===== src/pdt_pkg.sv =====
package pdt_pkg;

  // Bus geometry
  localparam int unsigned ADDR_W = 32;
  localparam int unsigned DATA_W = 32;

  // Register block location and word offsets
  localparam logic [31:0] BASE_ADDR   = 32'hfffec600;
  localparam logic [7:0]  OFF_LOAD    = 8'h00;
  localparam logic [7:0]  OFF_COUNT   = 8'h04;
  localparam logic [7:0]  OFF_CTRL    = 8'h08;
  localparam logic [7:0]  OFF_STATUS  = 8'h0c;
  localparam logic [7:0]  OFF_EVT     = 8'h10;
  localparam logic [7:0]  OFF_MASK    = 8'h14;
  localparam logic [23:0] BASE_UPPER  = BASE_ADDR[31:8];

  // Control field positions
  localparam int unsigned CTRL_EN_BIT    = 0;
  localparam int unsigned CTRL_AUTO_BIT  = 1;
  localparam int unsigned CTRL_IRQ_BIT   = 2;
  localparam int unsigned CTRL_PRE_LSB   = 8;
  localparam int unsigned PRE_W          = 8;

  // Status and event bit positions
  localparam int unsigned STAT_EXP_BIT = 0;
  localparam int unsigned EVT_W        = 1;

  // Reset values
  localparam logic [31:0]      LOAD_RST = 32'h00000000;
  localparam logic [EVT_W-1:0] MASK_RST = 1'h1;

  // Counting clock rate of the original part
  localparam int unsigned COUNT_CLK_MHZ = 200;

  // Control register contents
  typedef struct packed {
    logic [PRE_W-1:0] presc;
    logic             irq_en;
    logic             auto_rld;
    logic             en;
  } pdt_ctrl_s;

  localparam pdt_ctrl_s CTRL_RST = '{presc: 8'h00, irq_en: 1'b0, auto_rld: 1'b0, en: 1'b0};

endpackage : pdt_pkg


===== src/pdt_top.sv =====
`timescale 1ns/100ps

// How it works
// The register set answers word reads and writes at base address fffec600 and nowhere else.
// Software loads the start count before setting the enable bit.
// The enable bit of the control register starts the count when 1 and halts it when 0.
// While enabled the count value decrements until it reaches zero.
// Reaching zero sets the expiry flag in the status register for software to poll.
// Writing 1 to the expiry flag clears it and writing 0 leaves it alone.
// With the interrupt-enable bit at 1 an expiry raises the interrupt request; the code also needs the expiry bit of the mask register at 1.
// With auto-repeat at 0 the timer stops at zero and holds there.
// With auto-repeat at 1 the load value is copied back and counting goes on without a pause.
// A read of the counter register returns the present count.
// The counting logic runs on the block clock, nominally 200 MHz.
// The count drops once every prescaler plus one clock cycles.
// A write to the load register also copies the value into the count at once.
module pdt_top #(
  parameter int unsigned CNT_W = 32                       // Counter width
) (
  input  wire logic                        sys_clk_i,     // Block clock
  input  wire logic                        rst_i,         // Async reset, active high
  input  wire logic [pdt_pkg::ADDR_W-1:0]  addr_i,        // Byte address
  input  wire logic [pdt_pkg::DATA_W-1:0]  wr_data_i,     // Write data
  input  wire logic                        wr_i,          // Write strobe
  input  wire logic                        rd_i,          // Read strobe
  output logic      [pdt_pkg::DATA_W-1:0]  rd_data_o,     // Read data, cycle after rd_i
  output logic                             irq_o          // Interrupt request, level
);

  // Address decode within the block's word window
  function automatic logic reg_hit(input logic [pdt_pkg::ADDR_W-1:0] a,
                                   input logic [7:0]                 off);
    reg_hit = (a[31:8] == pdt_pkg::BASE_UPPER) && (a[7:0] == off);
  endfunction : reg_hit

  // Strobe decodes
  logic wr_load;
  logic wr_ctrl;
  logic wr_stat;
  logic wr_mask;
  logic rd_evt;
  assign wr_load = wr_i && reg_hit(addr_i, pdt_pkg::OFF_LOAD);
  assign wr_ctrl = wr_i && reg_hit(addr_i, pdt_pkg::OFF_CTRL);
  assign wr_stat = wr_i && reg_hit(addr_i, pdt_pkg::OFF_STATUS);
  assign wr_mask = wr_i && reg_hit(addr_i, pdt_pkg::OFF_MASK);
  assign rd_evt  = rd_i && reg_hit(addr_i, pdt_pkg::OFF_EVT);

  // Register state
  logic [CNT_W-1:0]                load_q, load_d;
  logic [CNT_W-1:0]                cnt_q, cnt_d;
  logic [pdt_pkg::PRE_W-1:0]       pre_q, pre_d;
  pdt_pkg::pdt_ctrl_s              ctrl_q, ctrl_d;
  logic                            exp_q, exp_d;
  logic [pdt_pkg::EVT_W-1:0]       evt_q, evt_d;
  logic [pdt_pkg::EVT_W-1:0]       mask_q, mask_d;
  logic [pdt_pkg::DATA_W-1:0]      rdat_q, rdat_d;
  logic                            irq_q, irq_d;

  logic tick;
  logic expire;

  // Prescaler: one tick every presc+1 enabled cycles
  // Compare is >= so a smaller limit written mid-phase ends the phase at once, no wrap
  always_comb begin
    tick  = 1'b0;
    pre_d = pre_q;
    if (wr_load || !ctrl_q.en) begin
      pre_d = '0;                                                  // Restart phase on new period
    end else if (pre_q >= ctrl_q.presc) begin
      tick  = 1'b1;
      pre_d = '0;
    end else begin
      pre_d = pre_q + 1'b1;
    end
  end

  always_ff @(posedge sys_clk_i or posedge rst_i) begin
    if (rst_i) begin
      pre_q <= '0;
    end else begin
      pre_q <= pre_d;
    end
  end

  // Count: decrement, stop or reload at zero
  always_comb begin
    load_d = load_q;
    cnt_d  = cnt_q;
    expire = 1'b0;
    if (wr_load) begin
      load_d = wr_data_i[CNT_W-1:0];
      cnt_d  = wr_data_i[CNT_W-1:0];
    end else if (tick) begin
      if (cnt_q == CNT_W'(1)) begin
        cnt_d  = '0;
        expire = 1'b1;
      end else if (cnt_q != '0) begin
        cnt_d = cnt_q - 1'b1;
      end else if (ctrl_q.auto_rld) begin
        cnt_d = load_q;
      end else begin
        cnt_d = '0;
      end
    end
  end

  // Count registers run on the block clock; the counting rate in time scales with it
  always_ff @(posedge sys_clk_i or posedge rst_i) begin
    if (rst_i) begin
      load_q <= pdt_pkg::LOAD_RST[CNT_W-1:0];
      cnt_q  <= pdt_pkg::LOAD_RST[CNT_W-1:0];
    end else begin
      load_q <= load_d;
      cnt_q  <= cnt_d;
    end
  end

  // Control register and flags; a set always beats a clear in the same cycle
  always_comb begin
    ctrl_d = ctrl_q;
    mask_d = mask_q;
    exp_d  = exp_q;
    evt_d  = evt_q;
    if (wr_ctrl) begin
      ctrl_d.en       = wr_data_i[pdt_pkg::CTRL_EN_BIT];
      ctrl_d.auto_rld = wr_data_i[pdt_pkg::CTRL_AUTO_BIT];
      ctrl_d.irq_en   = wr_data_i[pdt_pkg::CTRL_IRQ_BIT];
      ctrl_d.presc    = wr_data_i[pdt_pkg::CTRL_PRE_LSB +: pdt_pkg::PRE_W];
    end
    if (wr_mask) begin
      mask_d = wr_data_i[pdt_pkg::EVT_W-1:0];
    end
    if (wr_stat && wr_data_i[pdt_pkg::STAT_EXP_BIT]) begin
      exp_d = 1'b0;
    end
    if (rd_evt) begin
      evt_d = '0;                                                 // Read clears
    end
    if (expire) begin
      exp_d    = 1'b1;
      evt_d[pdt_pkg::STAT_EXP_BIT] = 1'b1;
    end
  end

  always_ff @(posedge sys_clk_i or posedge rst_i) begin
    if (rst_i) begin
      ctrl_q <= pdt_pkg::CTRL_RST;
      mask_q <= pdt_pkg::MASK_RST;
      exp_q  <= 1'b0;
      evt_q  <= '0;
    end else begin
      ctrl_q <= ctrl_d;
      mask_q <= mask_d;
      exp_q  <= exp_d;
      evt_q  <= evt_d;
    end
  end

  // Read mux and interrupt; both registered so outputs come from flops
  always_comb begin
    rdat_d = '0;                                                  // Unmapped reads give zero
    if (rd_i) begin
      if (reg_hit(addr_i, pdt_pkg::OFF_LOAD)) begin
        rdat_d[CNT_W-1:0] = load_q;
      end else if (reg_hit(addr_i, pdt_pkg::OFF_COUNT)) begin
        rdat_d[CNT_W-1:0] = cnt_q;
      end else if (reg_hit(addr_i, pdt_pkg::OFF_CTRL)) begin
        rdat_d[pdt_pkg::CTRL_EN_BIT]   = ctrl_q.en;
        rdat_d[pdt_pkg::CTRL_AUTO_BIT] = ctrl_q.auto_rld;
        rdat_d[pdt_pkg::CTRL_IRQ_BIT]  = ctrl_q.irq_en;
        rdat_d[pdt_pkg::CTRL_PRE_LSB +: pdt_pkg::PRE_W] = ctrl_q.presc;
      end else if (reg_hit(addr_i, pdt_pkg::OFF_STATUS)) begin
        rdat_d[pdt_pkg::STAT_EXP_BIT] = exp_q;
      end else if (reg_hit(addr_i, pdt_pkg::OFF_EVT)) begin
        rdat_d[pdt_pkg::EVT_W-1:0] = evt_q;
      end else if (reg_hit(addr_i, pdt_pkg::OFF_MASK)) begin
        rdat_d[pdt_pkg::EVT_W-1:0] = mask_q;
      end
    end
    // Gating on irq_en lets software poll without the line firing
    irq_d = ctrl_d.irq_en && |(evt_d & mask_d);
  end

  always_ff @(posedge sys_clk_i or posedge rst_i) begin
    if (rst_i) begin
      rdat_q <= '0;
      irq_q  <= 1'b0;
    end else begin
      rdat_q <= rdat_d;
      irq_q  <= irq_d;
    end
  end

  assign rd_data_o = rdat_q;
  assign irq_o     = irq_q;

  // Longest legal gap between ticks, set by the widest prescaler value
  localparam int TICK_GAP_MAX = (1 << pdt_pkg::PRE_W) - 1;

  // Check helper: ticks since the last expiry. Any load or control write spoils the
  // measurement, so only periods that ran undisturbed from expiry to expiry are judged.
  logic [CNT_W:0] per_ticks_q, per_ticks_d;
  logic           per_clean_q, per_clean_d;

  // Helper next state
  always_comb begin
    per_ticks_d = per_ticks_q;
    per_clean_d = per_clean_q;
    if (wr_load || wr_ctrl) begin
      per_clean_d = 1'b0;
    end
    if (tick) begin
      per_ticks_d = per_ticks_q + 1'b1;
    end
    if (expire) begin
      per_ticks_d = '0;
      per_clean_d = !(wr_load || wr_ctrl);
    end
  end

  // Helper registers
  always_ff @(posedge sys_clk_i or posedge rst_i) begin
    if (rst_i) begin
      per_ticks_q <= '0;
      per_clean_q <= 1'b0;
    end else begin
      per_ticks_q <= per_ticks_d;
      per_clean_q <= per_clean_d;
    end
  end
endmodule : pdt_top


===== config.mk =====
export PLATFORM = sky130hd
export DESIGN_NAME = pdt_top
export DESIGN_NICKNAME = d
export VERILOG_FILES = /design/src/pdt_pkg.sv /design/src/pdt_top.sv
export SDC_FILE = /design/constraint.sdc
export NUM_CORES = 1
export LEC_CHECK = 0
export BUFFER_PORTS_ARGS = -buffer_cell sky130_fd_sc_hd__clkbuf_2
export CORE_UTILIZATION = 55
export CTS_CLUSTER_DIAMETER = 100
export DETAILED_ROUTE_END_ITERATION = 10
export PLACE_DENSITY_LB_ADDON = 0.08
export SLEW_MARGIN = 10
export SYNTH_ARGS = -nofsm -noshare
export SYNTH_HDL_FRONTEND = slang
export SYNTH_SLANG_ARGS = --single-unit

===== constraint.sdc =====
create_clock -name sys_clk_i -period 7.5 [get_ports sys_clk_i]
set_input_delay 0.375 -clock sys_clk_i [delete_from_list [all_inputs] [get_ports sys_clk_i]]
set_output_delay 0.375 -clock sys_clk_i [all_outputs]
set_load 0.02 [all_outputs]

==> results of run 1 <==
[registers in the layout, indices dropped and copies added (netlist names)]
register	count
cnt_q	32
ctrl_q	11
rd_data_o	32
irq_o	1
exp_q	1
mask_q	1
load_q	32
evt_q	1
pre_q	8
[final cells by class]
| cell class | count | area (um^2) |
|---|---|---|
| clock inverter | 9 | 123 |
| multi-input combinational | 526 | 3230 |
| timing repair buffer | 111 | 583 |
| tap | 143 | 179 |
| inverter | 19 | 73.8 |
| fill | 961 | 3760 |
| sequential | 119 | 2980 |
| clock buffer | 22 | 484 |
[logic make-up (layout without fill, tap and decap cells)]
group,after synthesis,after routing,share of synthesized area [%]
AO/OA/AOI/OAI,141,141,15.1
XOR/XNOR,29,29,3.94
adder cells (fa/ha/maj),12,12,2.33
buffers and inverters,62,161,4.07
flip-flops,119,119,46.2
multiplexers,21,21,3.49
AND/OR/NAND/NOR,323,323,24.8
[through the flow]
stage / power [uW] / utilization, % / worst slack [ps]
after CTS: 1530 / 67.0 / 4070
after detailed placement: 699 / 61.7 / 4070
final: 1520 / 67.0 / 4030
after floorplan: 671 / - / 3970
after global placement: 697 / 61.7 / 4150
after global routing: 1560 / 67.0 / 3750
[per-layer routing]
layer	track usage (%)	wire length (um)	up-vias
met4	11.2	261	0
met3	7.05	1250	20
met2	51.5	8590	233
li1	-	-	2730
met5	0	0	-
met1	39.3	7390	2839
[layout by cell type, fill, tap and decap left out, types with 7 or more instances in the layout]
cell type	Yosys	routed
a21oi_1	25	25
a222oi_1	9	9
a22oi_1	35	35
a31oi_1	9	9
a32oi_1	9	9
and3_1	10	10
buf_4	1	11
clkbuf_16	0	17
clkbuf_2	0	100
dfrtp_1	118	118
ha_1	12	12
inv_1	19	17
mux2_2	11	11
mux2i_1	9	9
nand2_1	135	135
nand3_1	18	18
nand4_1	11	11
nor2_1	70	69
nor3_1	16	14
nor4_1	15	13
o21ai_1	22	22
xnor2_1	7	7
xor2_1	22	22
[where the power goes]
| group | switching [uW] | total, uW | internal (uW) |
|---|---|---|---|
| clock network | 282 | 834 | 552 |
| logic | 28.6 | 44.3 | 15.7 |
| registers | 0.0000375 | 643 | 643 |
| total | 311 | 1520 | 1210 |
[worst max-delay path by stage]
stage / startpoint / depth (start not counted) / slack, ps / endpoint
finish: cnt_q[20]$_DFFE_PP0P_ / 7 / 4030 / cnt_q[10]$_DFFE_PP0P_
global route: cnt_q[21]$_DFFE_PP0P_ / 7 / 3750 / cnt_q[10]$_DFFE_PP0P_
CTS: cnt_q[21]$_DFFE_PP0P_ / 7 / 4070 / cnt_q[10]$_DFFE_PP0P_
detailed placement: cnt_q[21]$_DFFE_PP0P_ / 7 / 4070 / cnt_q[10]$_DFFE_PP0P_
global placement: cnt_q[21]$_DFFE_PP0P_ / 7 / 4150 / cnt_q[10]$_DFFE_PP0P_
floorplan: rst_i / 1 / 3970 / cnt_q[0]$_DFFE_PP0P_
[worst max-delay path: cells and delay by family, from the launching register on]
| family | cells | cell delay [ps] |
|---|---|---|
| and+or+nand+nor | 4 | 2080 |
| DFF | 1 | 430 |
| muxes | 1 | 140 |
| buffers and inverters | 1 | 450 |
| AOI/OAI and AO/OA | 1 | 250 |
==> flow_summary.yaml, run 1 <==
status:
  outcome: "finished, final reports clean"
detailed_routing:
  wire_per_inst_um: 18.4
  routed_wl_um: 17500
  firstDrtPassIters: 7
  routed_via_density: 6.13
  antenna_left: 0
  drc: 0
  num_vias: 5822
  dr.first_iter.drc_count: 470
critical_path:
  rr_endpoint: "cnt_q[10]$_DFFE_PP0P_"
  worstPathArrival_ps: 3780
  worstSetupEndpointType: "flip-flop"
  crit_chain: "nor4_1 -> nand4b_1 -> nor3_2 -> buf_4 -> mux2i_1 -> a221oi_2 -> nor2_1"
  crit_path_start_kind: "flip-flop"
  max_stage_delay_ps: 980
  r2r_slack_ps: 4030
  r2r_cells: 7
  r2r_start: "cnt_q[20]$_DFFE_PP0P_"
  required_ps: 7810
  critPathMaxFanout: 30
  slowest_stage: "nor3_2"
  crit_type: "reg -> reg"
power_and_ir_drop:
  leakagePower_uw: 0.00351
  power_density_nw_per_um2: 199
  ir_worst_vdd_uv: 208
global_routing:
  antenna_found_initial: 0
  gr-usage-all-layers_pct: 30.9
  grt_max_degree: 73
  grt_pass1_vias: 5668
  grt_pass1_wl_um: 28100
  overflow: 0
hold_path:
  hp-class: "in -> async"
sta:
  hold_viol: 0
  setup_violations: 0
  fin_crit_sh_pct: 46.3
  finalCriticalPeriod_ps: 3470
  fmax_mhz: 288
  maxSlewHeadroom_pct: 19.4
  rsz0062_at_grt: "no"
  whs_ps: 6.07
  tns_ps: 0
  finalMaxSlewViolations: 0
  finClkSkew_ps: 9.07
  tightest_slew_ps: 1210
synthesis:
  synthTopCellsByArea: "dfrtp_1 46%, nand2_1 7.9%, a22oi_1 4.1%, nor2_1 4.1%, xor2_1 3.0%"
  syn_area_per_cell_um2: 9.12
  yosys-top-cells-count: "135 x nand2_1, 118 x dfrtp_1, 70 x nor2_1"
  ys.flop_type: "dfrtp_1"
  synthCells: 707
  synth_seq_cells: 119
  ys_seq_area_share_pct: 46.2
  syn_nets: 787
  syn_area_um2: 6450
  yosys.cell_count.top_type: "nand2_1"
  synth_top_area_share_pct: 45.8
  yosys.area.top_type: "dfrtp_1"
  synth_edf_count: 0
  async_flop_share_pct: 100
  synth_cell_types: 66
  yosys_warnings: 0
placement:
  dpl_cell_area_um2: 7050
  hpwl_um: 11500
  dpl.cell_count: 918
  gp_congestion: 0.858
  portBuffers: 100
floorplanning:
  coreArea_um2: 11400
  dieArea_um2: 12200
  num_rows: 39
  start_util_pct: 56.5
  die_h_um: 110
  io_pins: 101
  die_w_um: 110
clocking:
  cts-root-buf: "clkbuf_16"
  clockBufferDepth: 2
  cts_setup_buffers: 0
  cts_made_buffers: 17
  htreeDepth: 4
  holdBufCountCts: 0
  cts.repair.resized: 0
  clock_latency_ps: 420
  cts_tree: "done"
  path_clk_slew_ps: 50
  clock_sinks: 119
layout:
  drive_gt1_share_pct: 21.5
  diodes: 0
  final_cells: 949
  fin_nets: 874
  design_area_um2: 7650
  area_growth_pct: 18.7
flow_run:
  drv_cap: 0
(Power assumes the default switching activity.)
==> run 2: changes to the inputs <==
--- a/config.mk
+++ b/config.mk
@@ -5,8 +5,9 @@
 export SDC_FILE = /design/constraint.sdc
 export NUM_CORES = 1
 export LEC_CHECK = 0
+export ABC_AREA = 1
 export BUFFER_PORTS_ARGS = -buffer_cell sky130_fd_sc_hd__clkbuf_2
-export CORE_UTILIZATION = 55
+export CORE_UTILIZATION = 52
 export CTS_CLUSTER_DIAMETER = 100
 export DETAILED_ROUTE_END_ITERATION = 10
 export PLACE_DENSITY_LB_ADDON = 0.08
==> constraint.sdc (replaced) <==
create_clock -name sys_clk_i -period 2.96 [get_ports sys_clk_i]
set_input_delay 0.148 -clock sys_clk_i [delete_from_list [all_inputs] [get_ports sys_clk_i]]
set_output_delay 0.148 -clock sys_clk_i [all_outputs]
set_load 0.02 [all_outputs]
==> run 2 against run 1 <==
Combinational power rose to 3.5 times the previous value; clock skew rose by 6.0 ps; count of clock-buffer cells in the layout fell by 3; clock power rose to 2.9 times the previous value; largest cell class unchanged.
==> flow_summary.yaml, run 2 <==
floorplanning:
  start_util_pct: 54.4
  coreArea_um2: 12800
  num_rows: 41
  die_w_um: 118
  dieArea_um2: 13900
  io_pins: 101
  die_h_um: 118
critical_path:
  worstSetupEndpointType: "flip-flop"
  worstPathArrival_ps: 2740
  required_ps: 3270
  crit_type: "reg -> reg"
  crit_path_start_kind: "flip-flop"
  critPathMaxFanout: 29
detailed_routing:
  drc: 0
  dr.first_iter.drc_count: 702
  num_vias: 6987
  firstDrtPassIters: 7
  antenna_left: 0
  routed_via_density: 5.41
  routed_wl_um: 19900
  wire_per_inst_um: 15.4
clocking:
  clockBufferDepth: 2
  path_clk_slew_ps: 60
  cts_tree: "done"
  clock_latency_ps: 430
  cts.repair.resized: 0
  clock_sinks: 119
  cts_made_buffers: 17
  cts-root-buf: "clkbuf_16"
  htreeDepth: 4
hold_path:
  hp-class: "in -> reg"
sta:
  finalCriticalPeriod_ps: 2420
  tightest_slew_ps: 825
  fin_crit_sh_pct: 81.8
  rsz0062_at_grt: "no"
  fmax_mhz: 413
  finClkSkew_ps: 15.0
  finalMaxSlewViolations: 0
  maxSlewHeadroom_pct: 45.0
  hold_viol: 0
  setup_violations: 0
  tns_ps: 0
synthesis:
  syn_nets: 1063
  synth_seq_cells: 119
  syn_area_um2: 6970
  syn_area_per_cell_um2: 7.09
  ys.flop_type: "dfrtp_1"
  synth_cell_types: 37
  yosys-top-cells-count: "403 x nand2_1, 118 x dfrtp_1, 114 x nor2_1"
  synth_edf_count: 0
  ys_seq_area_share_pct: 42.7
  async_flop_share_pct: 100
  yosys_warnings: 0
  synthTopCellsByArea: "dfrtp_1 42%, nand2_1 22%, nor2_1 6.1%, nand3_1 4.7%, inv_1 3.5%"
  synthCells: 983
  yosys.area.top_type: "dfrtp_1"
  synth_top_area_share_pct: 42.4
  yosys.cell_count.top_type: "nand2_1"
layout:
  layout_common_cells: "403 x nand2_1, 118 x dfrtp_1, 113 x nor2_1, 100 x clkbuf_2, 66 x nand3_1"
  fin_nets: 1187
  drive_gt1_share_pct: 15.2
  final_common_cell: "nand2_1"
  area_growth_pct: 23.1
  diodes: 0
flow_run:
  drv_cap: 0
placement:
  gp_congestion: 0.908
  portBuffers: 100
  hpwl_um: 13400
global_routing:
  gr-usage-all-layers_pct: 30.5
  overflow: 0
  antenna_found_initial: 0
  grt_pass1_wl_um: 33300
  grt_max_degree: 65
  grt_pass1_vias: 6713
power_and_ir_drop:
  design_power_total_uw: 4170
  leakagePower_uw: 0.00481
  ir_worst_vdd_uv: 414
  power_density_nw_per_um2: 486
status:
  outcome: "finished, final reports clean"
-- run 2: cell types whose count changed after synthesis, moves of 25 or more --
cell and change:
inv_1 +46, o21ai_0 +25, nand3_1 +48, nand2_1 +268
nor2_1 +44, a22oi_1 -35
-- run 2: through the flow --
| step | instance area [um^2] | hold slack [ps] | cells | util [%] | setup WS (ps) |
|---|---|---|---|---|---|
| after floorplan | 6980 | 276 | 983 | - | 1150 |
| after global placement | 7600 | 312 | 1229 | 59.2 | 645 |
| after detailed placement | 7600 | 306 | 1229 | 59.2 | 606 |
| after CTS | 8580 | 21.0 | 1291 | 66.9 | 554 |
| after global routing | 8580 | 67.8 | 1291 | 66.9 | 336 |
| final | 8580 | 24.4 | 1291 | 66.9 | 537 |
-- run 2: worst paths after layout --
kind	from	to	slack [ps]	cells after the start
min	wr_data_i[0]	ctrl_q[0]$_DFFE_PP0P_	20	3
max	ctrl_q[10]$_DFFE_PP0P_	cnt_q[8]$_DFFE_PP0P_	540	11
max in group asynchronous	rst_i	mask_q$_DFF_PP1_	1750	4
min reg2reg	pre_q[0]$_DFF_PP0_	pre_q[0]$_DFF_PP0_	500	1
max reg2reg	ctrl_q[10]$_DFFE_PP0P_	cnt_q[8]$_DFFE_PP0P_	540	11
min in group asynchronous	rst_i	load_q[26]$_DFFE_PP0P_	400	3
-- run 2: logic make-up (layout without fill, tap and decap cells) --
logic type                 Yosys count  in the layout  share of synthesized area, %
AOI/OAI and AO/OA                  103            103                          8.90
DFF                                119            119                          42.7
adders and majority gates           12             12                          2.15
and+or+nand+nor                    628            628                          37.7
buffers and inverters              108            244                          6.86
xor gates and xnor gates            13             13                          1.63
-- run 2: final cells by class --
class                      instances  area [um^2]
inverter                          69          263
multi-input combinational        756         3520
sequential                       119         2980
clock inverter                    12          223
fill                            1140         4240
timing repair buffer             144          933
clock buffer                      19          453
tap                              172          215
-- run 2: worst max-delay path: stages, from the launching register on --
cell and delay (ps):
dfrtp_1 380, inv_1 70, ha_1 290, nand2_1 70
nor2_1 140, nand4_1 100, nand3_1 100, inv_1 100
o21ai_4 440, inv_2 390, nand2_1 160, nand2_1 70
-- run 2: metal layers --
metal | GRT usage [%] | wire length, um | vias up
met1 | 41.5 | 9120 | 3279
met4 | 11.1 | 351 | 0
met2 | 47.7 | 9160 | 271
li1 | - | - | 3403
met5 | 0 | 0 | -
met3 | 6.59 | 1310 | 34
-- run 2: power breakdown --
group | leakage (uW) | switching [uW] | internal [uW]
combinational | 0.00282 | 84.6 | 68.6
sequential | 0.00166 | 0.00000487 | 1630
clock | 0.000325 | 773 | 1620
total | 0.00481 | 857 | 3310
-- run 2: timing repair --
item / CTS / global route
endpoints found under the hold margin: 70 / 0
setup buffers: 0 / 0
hold buffers: 31 / 0
